[src/spd_regs.svh]
/*
 Constants for the serial pin direction block: shift length, pin sync
 layout and idle levels, clock divider default and bit positions.
 Assumes inclusion by the package and the design module only.
*/
// Summary of operation
// - Drive slave data on MISO only when not master and select low
// - Select high puts MISO into high impedance for shared slaves
// - While enabled, block sets MISO, MOSI, serial clock directions itself
// - Master drives serial clock out; slave takes it as input
// - One byte per transfer, exactly eight serial clock cycles
// - Master shifts out on MOSI on the serial clock fall and samples MISO on the rise
// - Wired-or mode makes MOSI open drain instead of push-pull
// - Break with clear disabled: data write starts nothing, loads nothing
`ifndef SPD_REGS_SVH
`define SPD_REGS_SVH
// Pin sync layout {serial clock, select, MISO, MOSI}; clock idles low
`define SPD_PIN_IDLE 4'h7
`define SPD_PIN_SCK 3
`define SPD_PIN_SS 2
`define SPD_PIN_MISO 1
`define SPD_PIN_MOSI 0
`define SPD_BITS_PER_XFER 8
`define SPD_HALF_PERIOD_DEF 16'h0004
`define SPD_MSB 3'h7
`define SPD_BIT_ZERO 4'h0
`endif

[src/spd_pkg.sv]
/*
 Types for the serial pin direction block.
 Assumes spd_regs.svh sits in the same folder.
*/
`include "spd_regs.svh"
package spd_pkg;
typedef enum logic [1:0] {
	spd_idle,
	spd_lead,
	spd_trail
} spd_state_type;
endpackage

[src/spd_core.sv]
/*
 Serial peripheral pin direction and byte shifter.
 Assumes one 100 MHz core clock; serial clock, select, MISO and MOSI inputs
 arrive from outside and are synchronised here.
*/
`timescale 1ns/1ps
`include "spd_regs.svh"
module spd_core
	import spd_pkg::*;
#(
	parameter logic [15:0] half_period = `SPD_HALF_PERIOD_DEF
)
(
	input wire logic core_clk,
	input wire logic rst_n,
	input wire logic spi_enable,
	input wire logic master_select,
	input wire logic wired_or_mode,
	input wire logic debug_break,
	input wire logic break_clear_enable,
	input wire logic data_write,
	input wire logic [7:0] write_data,
	input wire logic slave_select_n,
	input wire logic miso_in,
	input wire logic mosi_in,
	input wire logic serial_clock_pin_in,
	output logic miso_out,
	output logic miso_oe,
	output logic mosi_out,
	output logic mosi_oe,
	output logic serial_clock_pin_out,
	output logic serial_clock_pin_oe,
	output logic transmit_empty_flag,
	output logic [7:0] receive_data,
	output logic receive_done,
	output logic busy
);
	logic rst_s1_reg, rst_sync_n;
	logic [3:0] s1_reg, s2_reg;
	logic sck_old_reg;
	logic ss_n_s, miso_s, mosi_s, sck_s, sck_rise, sck_fall, is_slave;
	spd_state_type state_reg, state_next;
	logic [15:0] div_reg, div_next;
	logic [3:0] cnt_reg, cnt_next;
	logic [7:0] sh_reg, sh_next, rx_reg, rx_next;
	logic tef_reg, tef_next, done_reg, done_next, sck_reg, sck_next;
	logic [7:0] txd_reg, txd_next;
	logic so_reg, so_next, mo_reg, mo_next, mso_reg, mso_next;
	logic moe_reg, moe_next, soe_reg, soe_next, cko_reg, cko_next;
	logic ld_ok, tick;
	logic smp_reg, smp_next, busy_reg, busy_next;

	// Reset release through two flops
	always_ff @(posedge core_clk or negedge rst_n)
	begin
		if (!rst_n)
		begin
			rst_s1_reg <= 1'b0;
			rst_sync_n <= 1'b0;
		end
		else
		begin
			rst_s1_reg <= 1'b1;
			rst_sync_n <= rst_s1_reg;
		end
	end

	// Two flops on serial clock, select, MISO and MOSI pins, same latency
	always_ff @(posedge core_clk or negedge rst_sync_n)
	begin
		if (!rst_sync_n)
		begin
			s1_reg <= `SPD_PIN_IDLE;
			s2_reg <= `SPD_PIN_IDLE;
			sck_old_reg <= 1'b0;
		end
		else
		begin
			s1_reg <= {serial_clock_pin_in, slave_select_n,
				miso_in, mosi_in};
			s2_reg <= s1_reg;
			sck_old_reg <= sck_s;
		end
	end

	// Decoded pin views
	assign ss_n_s = s2_reg[`SPD_PIN_SS];
	assign miso_s = s2_reg[`SPD_PIN_MISO];
	assign mosi_s = s2_reg[`SPD_PIN_MOSI];
	assign sck_s = s2_reg[`SPD_PIN_SCK];
	assign sck_rise = sck_s & ~sck_old_reg;
	assign sck_fall = ~sck_s & sck_old_reg;
	assign is_slave = spi_enable & ~master_select & ~ss_n_s;
	assign tick = (div_reg == 16'h0000);
	assign ld_ok = !(debug_break && !break_clear_enable);

	// Transfer sequencer, divider and pin drivers
	always_comb
	begin
		state_next = state_reg;
		div_next = tick ? half_period - 16'h0001 : div_reg - 16'h0001;
		cnt_next = cnt_reg;
		sh_next = sh_reg;
		rx_next = rx_reg;
		tef_next = tef_reg;
		txd_next = txd_reg;
		done_next = 1'b0;
		sck_next = sck_reg;
		smp_next = smp_reg;
		if (data_write && tef_reg && ld_ok)
		begin
			txd_next = write_data;
			tef_next = 1'b0;
		end
		if (!spi_enable)
		begin
			state_next = spd_idle;
			sck_next = 1'b0;
			tef_next = 1'b1;
		end
		else
		begin
			unique case (state_reg)
				spd_idle:
				begin
					if (!tef_next && (master_select || is_slave))
					begin
						sh_next = txd_next;
						tef_next = 1'b1;
						cnt_next = `SPD_BIT_ZERO;
						div_next = half_period - 16'h0001;
						state_next = spd_lead;
					end
				end
				spd_lead:
				begin
					// Sample edge: master rise of own clock, slave rise of pin
					if (master_select ? tick : sck_rise)
					begin
						smp_next = master_select ? miso_s : mosi_s;
						sck_next = master_select;
						state_next = spd_trail;
					end
				end
				spd_trail:
				begin
					if (master_select ? tick : sck_fall)
					begin
						// Shift on the fall so data holds across the rise
						sh_next = {sh_reg[6:0], smp_reg};
						sck_next = 1'b0;
						cnt_next = cnt_reg + 4'h1;
						if (cnt_reg == 4'(`SPD_BITS_PER_XFER - 1))
						begin
							rx_next = sh_next;
							done_next = 1'b1;
							state_next = spd_idle;
						end
						else
							state_next = spd_lead;
					end
				end
			endcase
		end
		// Directions owned by the block while enabled
		mo_next = sh_next[`SPD_MSB];
		moe_next = spi_enable && master_select &&
			(!wired_or_mode || !sh_next[`SPD_MSB]);
		if (wired_or_mode)
			mo_next = 1'b0;
		so_next = sh_next[`SPD_MSB];
		soe_next = spi_enable && !master_select && !ss_n_s;
		cko_next = spi_enable && master_select;
		mso_next = sck_next;
		busy_next = (state_next != spd_idle);
	end

	// State registers
	always_ff @(posedge core_clk or negedge rst_sync_n)
	begin
		if (!rst_sync_n)
		begin
			state_reg <= spd_idle;
			div_reg <= 16'h0000;
			cnt_reg <= 4'h0;
			sh_reg <= 8'h00;
			rx_reg <= 8'h00;
			tef_reg <= 1'b1;
			txd_reg <= 8'h00;
			done_reg <= 1'b0;
			sck_reg <= 1'b0;
			so_reg <= 1'b0;
			mo_reg <= 1'b0;
			mso_reg <= 1'b0;
			moe_reg <= 1'b0;
			soe_reg <= 1'b0;
			cko_reg <= 1'b0;
			smp_reg <= 1'b0;
			busy_reg <= 1'b0;
		end
		else
		begin
			state_reg <= state_next;
			div_reg <= div_next;
			cnt_reg <= cnt_next;
			sh_reg <= sh_next;
			rx_reg <= rx_next;
			tef_reg <= tef_next;
			txd_reg <= txd_next;
			done_reg <= done_next;
			sck_reg <= sck_next;
			so_reg <= so_next;
			mo_reg <= mo_next;
			mso_reg <= mso_next;
			moe_reg <= moe_next;
			soe_reg <= soe_next;
			cko_reg <= cko_next;
			smp_reg <= smp_next;
			busy_reg <= busy_next;
		end
	end

	// Outputs straight from flops
	assign miso_out = so_reg;
	assign miso_oe = soe_reg;
	assign mosi_out = mo_reg;
	assign mosi_oe = moe_reg;
	assign serial_clock_pin_out = mso_reg;
	assign serial_clock_pin_oe = cko_reg;
	assign transmit_empty_flag = tef_reg;
	assign receive_data = rx_reg;
	assign receive_done = done_reg;
	assign busy = busy_reg;

	property p_miso_slave_only;
		@(posedge core_clk) disable iff (!rst_sync_n)
		miso_oe |-> $past(spi_enable) && !$past(master_select);
	endproperty
	a_miso_slave_only: assert property (p_miso_slave_only)
		else $error("MISO driven while not slave");

	property p_miso_hiz;
		@(posedge core_clk) disable iff (!rst_sync_n)
		ss_n_s |=> !miso_oe;
	endproperty
	a_miso_hiz: assert property (p_miso_hiz)
		else $error("MISO driven with select high");

	property p_sck_dir;
		@(posedge core_clk) disable iff (!rst_sync_n)
		spi_enable && master_select |=> serial_clock_pin_oe;
	endproperty
	a_sck_dir: assert property (p_sck_dir)
		else $error("Master serial clock not driven");

	property p_disabled_release;
		@(posedge core_clk) disable iff (!rst_sync_n)
		!spi_enable |=> !mosi_oe && !miso_oe && !serial_clock_pin_oe;
	endproperty
	a_disabled_release: assert property (p_disabled_release)
		else $error("Pin driven while disabled");

	property p_byte_len;
		@(posedge core_clk) disable iff (!rst_sync_n)
		receive_done |-> $past(cnt_reg) == 4'(`SPD_BITS_PER_XFER - 1);
	endproperty
	a_byte_len: assert property (p_byte_len)
		else $error("Transfer not eight clocks");

	property p_wom;
		@(posedge core_clk) disable iff (!rst_sync_n)
		$past(wired_or_mode) |-> !mosi_out;
	endproperty
	a_wom: assert property (p_wom)
		else $error("MOSI driven high in wired-or mode");

	property p_break_block;
		@(posedge core_clk) disable iff (!rst_sync_n)
		tef_reg && !ld_ok && spi_enable |=> tef_reg;
	endproperty
	a_break_block: assert property (p_break_block)
		else $error("Write in break took effect");

	property p_master_shift;
		@(posedge core_clk) disable iff (!rst_sync_n)
		state_reg == spd_lead && master_select && tick && spi_enable
		|=> smp_reg == $past(miso_s);
	endproperty
	a_master_shift: assert property (p_master_shift)
		else $error("Master did not sample MISO");

	c_done: cover property (@(posedge core_clk) receive_done);
	c_slave: cover property (@(posedge core_clk) miso_oe && busy);
	c_wom: cover property (@(posedge core_clk) wired_or_mode && busy);
endmodule

[config.mk]
export PLATFORM = sky130hd
export DESIGN_NAME = spd_core
export DESIGN_NICKNAME = d
export VERILOG_FILES = /design/src/spd_pkg.sv /design/src/spd_core.sv
export VERILOG_INCLUDE_DIRS = /design/src
export SDC_FILE = /design/constraint.sdc
export NUM_CORES = 1
export LEC_CHECK = 0
export ABC_AREA = 1
export BUFFER_PORTS_ARGS = -buffer_cell sky130_fd_sc_hd__buf_2
export CAP_MARGIN = 20
export CORE_ASPECT_RATIO = 1.25
export CORE_MARGIN = 4
export CORE_UTILIZATION = 52
export DETAILED_ROUTE_END_ITERATION = 10
export PLACE_DENSITY = 0.72
export RECOVER_POWER = 50
export SLEW_MARGIN = 20
export SYNTH_ARGS = -nofsm -noshare
export SYNTH_HDL_FRONTEND = slang
export SYNTH_SLANG_ARGS = --single-unit
[constraint.sdc]
create_clock -name core_clk -period 4.1 [get_ports core_clk]
set_clock_uncertainty 0.1 [all_clocks]
set_input_delay 0 -clock core_clk [delete_from_list [all_inputs] [get_ports core_clk]]
set_output_delay 0 -clock core_clk [all_outputs]
set_load 0.02 [all_outputs]
==> results.py, run 1 <==
metrics = {
    "logic_synthesis": {
        "synth_seq_area_share_pct": 52.9,
        "synth_common_cells": "75 x nand2_1, 59 x dfrtp_1, 43 x inv_1",
        "synth_ff_type": "dfrtp_1",
        "syn_avg_cell_area_um2": 9.10,
        "synthCells": 345,
        "synth_top_area_cell": "dfrtp_1",
        "yosysUniqueCellTypes": 36,
        "synth_top_area_share_pct": 47.0,
        "yosys_warnings": 0,
        "async_reset_ff_share_pct": 100,
        "yosysMostFrequentCell": "nand2_1",
        "ys_ff_latch": 66,
        "synth_edf_count": 0,
        "synth_area_mm2": 0.00314,
        "syn_nets": 371,
        "synthTopCellsByArea": "dfrtp_1 47%, nand2_1 9.0%, dfstp_2 5.9%, inv_1 5.1%, nand3_1 3.8%",
    },
    "routing": {
        "drc": 0,
        "totalWireLength_mm": 6.03,
        "drtPass1Iterations": 4,
        "routed_via_density": 4.97,
        "detail-route-antenna-nets": 0,
        "drt_iter0_markers": 122,
        "routed-via-count": 2354,
        "wire_per_inst_um": 12.7,
    },
    "worst_setup_path": {
        "slowest_stage": "ha_1",
        "cp_top_family": "adder cells",
        "slowest_delay_ns": 0.59,
        "path_class": "reg2reg",
        "worstSetupEndpointType": "register",
        "critPathBufInv": 4,
        "startpoint_type": "register",
        "crit_chain": "inv_1, ha_1, inv_1, a21oi_1, nand2_1, inv_2, nand2_4, inv_6, nand2_1, o21ai_1",
        "critPathMaxFanout": 17,
        "arrival_ns": 2.47,
        "required_ns": 4.27,
    },
    "floorplanning": {
        "die-area_mm2": 0.00735,
        "io_pins": 37,
        "initial_core_util_pct": 54.0,
        "die_y_um": 94.9,
        "num_rows": 31,
        "design.core.area_mm2": 0.00582,
        "die_x_um": 77.5,
    },
    "sta": {
        "maxSlewViolCount": 0,
        "hold_viol": 0,
        "fmax_ghz": 0.434,
        "setup_tns_ns": 0,
        "period_share_pct": 56.2,
        "setup_viol_count_final": 0,
        "rsz0062_at_grt": "no",
        "min_period_ns": 2.30,
        "tightest_slew_ns": 1.15,
        "relSlewSlack_pct": 23.1,
    },
    "global_route": {
        "grt_start_max_net_pins": 35,
        "antenna_found_initial": 0,
        "grt_pass1_vias": 2322,
        "grt_overflow": 0,
        "grt_usage_pct": 18.6,
        "grt_pass1_wl_mm": 10.5,
    },
    "clocking": {
        "tritoncts": "built",
        "cts_buffers": 9,
        "clockBufferDepth": 2,
        "clock_latency_ns": 0.34,
        "root_buffer": "clkbuf_8",
        "clkTransAtPathRegs_ns": 0.07,
        "cts_num_sinks": 66,
        "htreeDepth": 3,
    },
    "power_and_ir_drop": {
        "p_sw_mw": 0.823,
        "ir_worst_vdd_mv": 0.306,
        "power.static_leakage_nw": 1.86,
        "p_comb_share_pct": 30.0,
        "pwr-share-seq_pct": 41.0,
        "swShare_pct": 35.6,
        "p_per_area_mw_per_mm2": 614,
        "power.internal_mw": 1.49,
        "clockPowerShare_pct": 29.0,
    },
    "flow_run": {
        "maxCapViolCount": 0,
    },
    "final_layout": {
        "post-route-util_pct": 64.7,
        "largest_register_ff_count": 16,
        "finalNetCount": 429,
        "drive_gt1_share_pct": 17.6,
        "area_delta_synth_final_pct": 19.9,
        "antennaDiodeCount": 0,
        "nFillCells": 485,
    },
    "placed_design": {
        "gp_congestion": 0.797,
        "dp_hpwl_mm": 4.28,
        "portBuffers": 36,
    },
    "outcome": {
        "status": "complete, no violations",
    },
    "worst_hold_path": {
        "hold_class": "in2reg",
    },
}
-- repair_timing --
item	CTS	global route
buffers inserted	0	0
endpoints found under the hold margin	22	0
resized for setup	0	0
endpoints found under the setup margin	0	0
hold buffers	18	0
-- worst paths after layout --
check                        startpoint           to  slack (ns)  cells after the start
setup / recovery           state_reg[0]    sh_reg[2]        1.80                     10
max in group asynchronous    rst_sync_n    s2_reg[1]        2.44                      1
setup reg to reg           state_reg[0]    sh_reg[2]        1.80                     10
hold / removal                  mosi_in    s1_reg[0]        0.20                      2
min in group asynchronous    rst_sync_n  div_reg[10]        0.39                      0
hold reg to reg              rst_s1_reg   rst_sync_n        0.25                      0
-- layout make-up --
type                    count  area (µm²)  share of cell area [%]
clock buffers              10         138                    3.66
inverters                  45         174                    4.62
flip-flops and latches     66        1660                    44.1
repair buffers             55         345                    9.17
well taps                  66        82.6                    2.19
multi-input cells         226        1250                    33.2
clock inverters             6         114                    3.02
-- metrics by stage --
step | power, mW | area, µm² | hold slack (ns) | instances | setup slack [ns]
after floorplan | 1.49 | 3140 | -0.396 | 345 | 2.04
after global placement | 1.62 | 3360 | -0.314 | 440 | 1.95
after detailed placement | 1.64 | 3360 | -0.313 | 440 | 1.85
after CTS | 2.33 | 3790 | 0.185 | 474 | 1.82
after global routing | 2.47 | 3760 | 0.200 | 474 | 1.58
final | 2.31 | 3760 | 0.204 | 474 | 1.80
-- power groups by stage --
stage | Combinational, mW | Clock [mW] | Sequential (mW)
2_1_floorplan | 0.541 | 0 | 0.951
3_3_place_gp | 0.667 | 0 | 0.950
3_5_place_dp | 0.684 | 0 | 0.956
4_1_cts | 0.701 | 0.683 | 0.947
5_1_grt | 0.788 | 0.712 | 0.970
6_report | 0.693 | 0.671 | 0.948
-- cells in the final DEF, fill, tap and decap left out, types with 8 or more instances in the layout --
master	n
nand2_1	75
dfrtp_1	59
inv_1	43
nor2_1	27
nand3_1	24
dlygate4sd3_1	18
buf_2	18
clkbuf_1	18
o21ai_0	12
clkbuf_8	10
xor2_1	9
nand2_2	8
a21oi_1	8
o21ai_1	8
-- worst register-to-register path: cells and delay by family (launching register included) --
kind | cells | cell delay [ns]
buffers and inverters | 4 | 0.59
adder cells (fa/ha/maj) | 1 | 0.59
flip-flops | 1 | 0.40
AO/OA/AOI/OAI | 2 | 0.30
AND/OR/NAND/NOR | 3 | 0.26
-- layer usage --
metal	track usage (%)	vias up	wire length [µm]	share of wire [%]
li1	-	1199	-	-
met1	22.8	1106	2770	46
met2	31.1	43	2930	49
met3	4.77	6	230	3.8
met4	8.01	0	97	1.6
met5	0	-	0	0
-- kinds of logic (layout without fill, tap and decap cells) --
kind of cell,count (synthesis),in the layout,share of synthesized area (%)
simple gates,167,167,26.3
flops,66,66,52.9
compound gates,37,37,6.85
buf+inv,53,116,7.29
xor+xnor,14,14,3.90
other cells,1,1,0.119
fa+ha+maj,6,6,2.39
mux,1,1,0.319
Power figures use the tool's default switching activity.
==> run 2, diff against run 1 <==
clock period = 2.2 ns   (was 4.1 ns; I/O delays follow)
==> run 2 against run 1 <==
Total power up 70%; non-clock buffer count up 2; worst hold slack worse by 0.035 ns; final area down 1.9%; sequential share of layout area up 0.85 points; register-to-register slack worse by 1.5 ns; wire length up 1.4%.
==> results.py, run 2 (same netlist as run 1, synthesis figures left out) <==
metrics = {
    "flow_run": {
        "maxCapViolCount": 0,
    },
    "clocking": {
        "cts_buffers": 9,
        "clock_latency_ns": 0.34,
        "root_buffer": "clkbuf_8",
        "post-cts-setup-buffers": 0,
        "clkTransAtPathRegs_ns": 0.06,
        "tritoncts": "built",
        "cts_num_sinks": 66,
        "clockBufferDepth": 2,
        "htreeDepth": 3,
    },
    "sta": {
        "tightest_slew_ns": 0.957,
        "relSlewSlack_pct": 36.2,
        "setup_tns_ns": 0,
        "maxSlewViolCount": 0,
        "hold_slack_ns": 0.169,
        "fmax_ghz": 0.524,
        "setup_viol_count_final": 0,
        "hold_viol": 0,
        "period_share_pct": 86.7,
        "rsz0062_at_grt": "no",
        "min_period_ns": 1.91,
    },
    "worst_setup_path": {
        "r2r_slack_ns": 0.29,
        "critPathMaxFanout": 17,
        "arrival_ns": 2.06,
        "reg2reg_from": "transmit_empty_flag",
        "rr_worst_depth": 12,
        "cp_top_family": "simple AND/OR/NAND/NOR gates",
        "slowest_stage": "dfstp_2",
        "r2r_end": "sh_reg[5]",
        "critPathBufInv": 3,
        "slowest_delay_ns": 0.55,
        "crit_chain": "nand2_1, inv_1, nand2_2, nand2_1, nand2_1, nand2_1, nand2_1, inv_2, nand2_4, inv_6, nand2_1, o21ai_1",
        "worstSetupEndpointType": "register",
        "crit_top_cell": "nand2_1",
        "required_ns": 2.36,
        "path_class": "reg2reg",
        "startpoint_type": "register",
    },
    "global_route": {
        "grt_pass1_vias": 2341,
        "grt_start_max_net_pins": 41,
        "grt_pass1_wl_mm": 10.6,
        "antenna_found_initial": 0,
        "grt_overflow": 0,
        "grt_usage_pct": 18.3,
    },
    "routing": {
        "totalWireLength_mm": 6.11,
        "drc": 0,
        "dr_wl_met3_um": 224,
        "routed-via-count": 2375,
        "detail-route-antenna-nets": 0,
        "wl_met2_mm": 2.95,
        "wl_met1_mm": 2.84,
        "drtPass1Iterations": 4,
        "top_layer": "met4",
        "drt_iter0_markers": 110,
        "routed_via_density": 4.99,
        "wire_per_inst_um": 12.8,
    },
    "placed_design": {
        "gp_congestion": 0.788,
        "dp_hpwl_mm": 4.29,
        "dp_cells": 442,
        "portBuffers": 36,
    },
    "worst_hold_path": {
        "hold_class": "in2reg",
        "hp-start": "break_clear_enable",
        "min_path_cells": 6,
        "min_to": "transmit_empty_flag",
    },
    "final_layout": {
        "finalNetCount": 431,
        "antennaDiodeCount": 0,
        "area_delta_synth_final_pct": 17.6,
        "final_common_cell": "nand2_1",
        "area.sequential_mm2": 0.00166,
        "fin_cells": 476,
        "drive_gt1_share_pct": 17.3,
        "multi_input_area_mm2": 0.00125,
        "nFillCells": 489,
        "largest_register_ff_count": 16,
        "final_cell_mix": "74 x nand2_1, 59 x dfrtp_1, 43 x inv_1, 27 x nor2_1, 24 x nand3_1",
    },
    "outcome": {
        "status": "complete, no violations",
    },
    "floorplanning": {
        "die_x_um": 77.5,
        "die_y_um": 94.9,
        "design.core.area_mm2": 0.00582,
        "io_pins": 37,
        "initial_core_util_pct": 54.0,
        "num_rows": 31,
        "die-area_mm2": 0.00735,
    },
    "power_and_ir_drop": {
        "p_per_area_mw_per_mm2": 1060,
        "ir_worst_vdd_mv": 0.630,
        "power.static_leakage_nw": 1.84,
    },
}
## run 2: cell count changes in the layout (fill, tap and decap cells not counted), sizes merged
cell,before,now
buf,19,22
bufinv,3,0
clkinv,1,0
clkinvlp,2,0
clkbuf,28,33
## run 2: layout make-up
cell class              instances  area share [%]
flip-flops and latches         66            45.0
multi-input cells             226            33.9
repair buffers                 57            9.82
inverters                      45            4.71
clock buffers                  16            4.34
well taps                      66            2.24
## run 2: how the worst max path moves through the flow
stage / start / to / slack [ns] / cells after the start
floorplan: rst_sync_n / busy / 0.14 / 0
global placement: transmit_empty_flag / sh_reg[3] / 0.23 / 12
detailed placement: transmit_empty_flag / sh_reg[5] / 0.21 / 12
CTS: transmit_empty_flag / sh_reg[5] / 0.18 / 12
global route: transmit_empty_flag / sh_reg[3] / 0.12 / 12
finish: transmit_empty_flag / sh_reg[5] / 0.29 / 12
## run 2: where the power goes
part           switching [mW]  internal [mW]
Clock                   0.420          0.444
Sequential              0.249           1.51
Combinational           0.809          0.492
Total                    1.48           2.44
## run 2: tightest hold or removal path, stage by stage
cell	delay [ns]
buf_2	0.07
inv_1	0.03
nand2_1	0.06
nand2_2	0.15
nand2_1	0.17
nand3b_1	0.09
## run 2: routing by layer
layer / GRT usage (%) / vias to the layer above
met5: 0 / -
li1: - / 1206
met4: 7.27 / 0
met3: 4.48 / 11
met2: 29.8 / 45
met1: 23.6 / 1113
## run 2: timing repair
action,4_1_cts,5_1_grt
hold buffers,18,0
setup endpoints to repair,0,1
gates resized for setup,0,1
endpoints found under the hold margin,22,0
## run 2: metrics by stage
stage	utilization [%]	power (mW)	worst slack [ns]	instance area [µm²]
floorplan	-	2.78	0.138	3140
global placement	58.2	3.03	0.232	3380
detailed placement	58.2	3.06	0.205	3380
CTS	64.0	3.96	0.179	3720
global route	63.5	4.22	0.119	3690
finish	63.5	3.92	0.293	3690
==> run 3, diff against run 2 <==
CELL_PAD_IN_SITES_DETAIL_PLACEMENT = 1   (was default)
CELL_PAD_IN_SITES_GLOBAL_PLACEMENT = 2   (was default)
CORE_UTILIZATION = 36   (was 52)
PLACE_DENSITY = 0.79   (was 0.72)
clock period = 1.8 ns   (was 2.2 ns; I/O delays follow)
==> run 3 against run 2 <==
Total power up 42%; wire length up 25%; register-to-register slack worse by 0.20 ns; worst hold slack worse by 0.14 ns; sequential cell count unchanged; first-iteration DRC count down 5.5%; maximum frequency up 12%; die area up 40%; sequential share of layout area down 4.6 points; critical path type unchanged.
==> results.py, run 3 (same netlist as run 1, synthesis figures left out) <==
metrics = {
    "outcome": {
        "status": "complete, no violations",
    },
    "worst_setup_path": {
        "startpoint_type": "register",
        "reg2reg_from": "div_reg[0]",
        "worstSetupEndpointType": "register",
        "critPathMaxFanout": 8,
        "r2r_slack_ns": 0.09,
        "path_class": "reg2reg",
        "required_ns": 1.92,
        "r2r_end": "sh_reg[5]",
        "rr_worst_depth": 11,
        "arrival_ns": 1.83,
    },
    "global_route": {
        "grt_overflow": 0,
        "grt_pass1_wl_mm": 13.0,
        "antenna_found_initial": 0,
        "grt_start_max_net_pins": 65,
        "grt_pass1_vias": 2815,
        "grt_usage_pct": 15.8,
    },
    "clocking": {
        "cts_num_sinks": 66,
        "cts_buffers": 9,
        "root_buffer": "clkbuf_8",
        "clock_latency_ns": 0.33,
        "tritoncts": "built",
        "clockBufferDepth": 2,
        "clkTransAtPathRegs_ns": 0.07,
        "htreeDepth": 3,
    },
    "final_layout": {
        "antennaDiodeCount": 0,
        "multi_input_area_mm2": 0.00133,
        "nFillCells": 966,
        "finalNetCount": 452,
        "final_cell_mix": "69 x nand2_1, 58 x dfrtp_1, 41 x inv_1, 36 x buf_2, 26 x nor2_1",
        "final_common_cell": "nand2_1",
        "area_delta_synth_final_pct": 31.3,
        "area.sequential_mm2": 0.00166,
        "largest_register_ff_count": 16,
        "drive_gt1_share_pct": 30.4,
    },
    "routing": {
        "drtPass1Iterations": 4,
        "detail-route-antenna-nets": 0,
        "drc": 0,
        "totalWireLength_mm": 7.65,
        "routed-via-count": 2532,
        "wire_per_inst_um": 14.0,
        "drt_iter0_markers": 104,
        "routed_via_density": 4.62,
    },
    "sta": {
        "rsz0062_at_grt": "yes",
        "period_share_pct": 94.8,
        "min_period_ns": 1.71,
        "setup_viol_count_final": 0,
        "maxSlewViolCount": 0,
        "hold_viol": 0,
        "fmax_ghz": 0.586,
        "relSlewSlack_pct": 41.5,
        "tightest_slew_ns": 0.877,
        "setup_slack_ns": 0.0936,
        "setup_tns_ns": 0,
    },
    "power_and_ir_drop": {
        "p_sw_mw": 2.03,
        "clockPowerShare_pct": 26.2,
        "power.internal_mw": 3.55,
        "p_per_area_mw_per_mm2": 1350,
        "power.static_leakage_nw": 2.06,
        "swShare_pct": 36.4,
        "ir_worst_vdd_mv": 0.480,
        "p_comb_share_pct": 35.6,
        "pwr-share-seq_pct": 38.3,
    },
    "floorplanning": {
        "design.core.area_mm2": 0.00838,
        "initial_core_util_pct": 37.5,
        "io_pins": 37,
        "die-area_mm2": 0.0103,
        "die_y_um": 112,
        "num_rows": 37,
        "die_x_um": 91.5,
    },
    "worst_hold_path": {
        "min_to": "transmit_empty_flag",
        "min_path_cells": 6,
        "hold_class": "in2reg",
        "hp-start": "data_write",
    },
    "placed_design": {
        "gp_congestion": 0.772,
        "portBuffers": 36,
        "dp_slack_ns": -0.0581,
        "dp_hpwl_mm": 5.48,
    },
    "flow_run": {
        "maxCapViolCount": 0,
    },
}
## run 3: changes by cell type in the layout (fill, tap and decap cells not counted), moves of 3 or more
cell and change:
nand2_2 +3, a21oi_1 -4, clkbuf_1 -22, buf_2 +16
buf_4 +18, nand2_1 -5, a21oi_2 +4
## run 3: timing repair
item / CTS / global route
setup endpoints to repair: 19 / 39
hold endpoints to repair: 20 / 0
setup buffers: 1 / 3
resized for setup: 5 / 21
hold buffers: 18 / 0
pin swaps: 0 / 3
cloned: 0 / 1
## run 3: layout make-up
cell class	instances	area share, %
Clock buffer	12	4.01
Clock inverter	4	1.76
Inverter	45	4.49
Multi-Input combinational cell	226	32.4
Sequential cell	66	40.3
Tap cell	117	3.55
Timing Repair Buffer	77	13.3
Timing Repair inverter	1	0.212
## run 3: how the worst max path moves through the flow
stage                        startpoint          to  slack [ns]  cells after the start
detailed placement  transmit_empty_flag     mosi_oe       -0.06                      8
floorplan                  state_reg[0]  cnt_reg[2]        0.02                     11
CTS                          div_reg[0]   sh_reg[2]        0.01                     12
global placement    transmit_empty_flag     mosi_oe       -0.05                     10
global route        transmit_empty_flag   sh_reg[0]       -0.05                     12
finish                       div_reg[0]   sh_reg[5]        0.09                     11
## run 3: per-layer routing
| layer | global-route usage, % | share of wire, % | vias up |
|---|---|---|---|
| li1 | - | - | 1242 |
| met1 | 19.5 | 43 | 1243 |
| met2 | 27.2 | 53 | 34 |
| met3 | 3.02 | 2.2 | 13 |
| met4 | 6.24 | 1.9 | 0 |
| met5 | 0 | 0 | - |
## run 3: metrics by stage
stage | power [mW] | cells | hold slack (ns) | area (µm²) | util, %
after floorplan | 3.40 | 345 | -0.396 | 3140 | -
after global placement | 3.94 | 509 | -0.314 | 3570 | 42.6
after detailed placement | 4.01 | 509 | -0.312 | 3570 | 42.6
after CTS | 5.54 | 544 | 0.0199 | 4020 | 47.9
after global routing | 6.02 | 548 | 0.0589 | 4120 | 49.2
final | 5.58 | 548 | 0.0323 | 4120 | 49.2
## run 3: critical path, stage by stage (launching register included)
cell and delay [ns]:
dfrtp_1 0.40, inv_2 0.08, ha_2 0.18, nand2_2 0.07, nor2_4 0.14, nand2_1 0.07, nand2_1 0.10, nand2_2 0.09
nand2_4 0.11, nand2_8 0.09, inv_6 0.11, o21ai_1 0.07
## run 3: power groups by stage
stage	Clock (mW)	Combinational [mW]	Sequential (mW)
3_5_place_dp	0	1.84	2.17
6_report	1.46	1.98	2.13
3_3_place_gp	0	1.79	2.15
5_1_grt	1.59	2.25	2.18
2_1_floorplan	0	1.23	2.17
4_1_cts	1.50	1.90	2.14
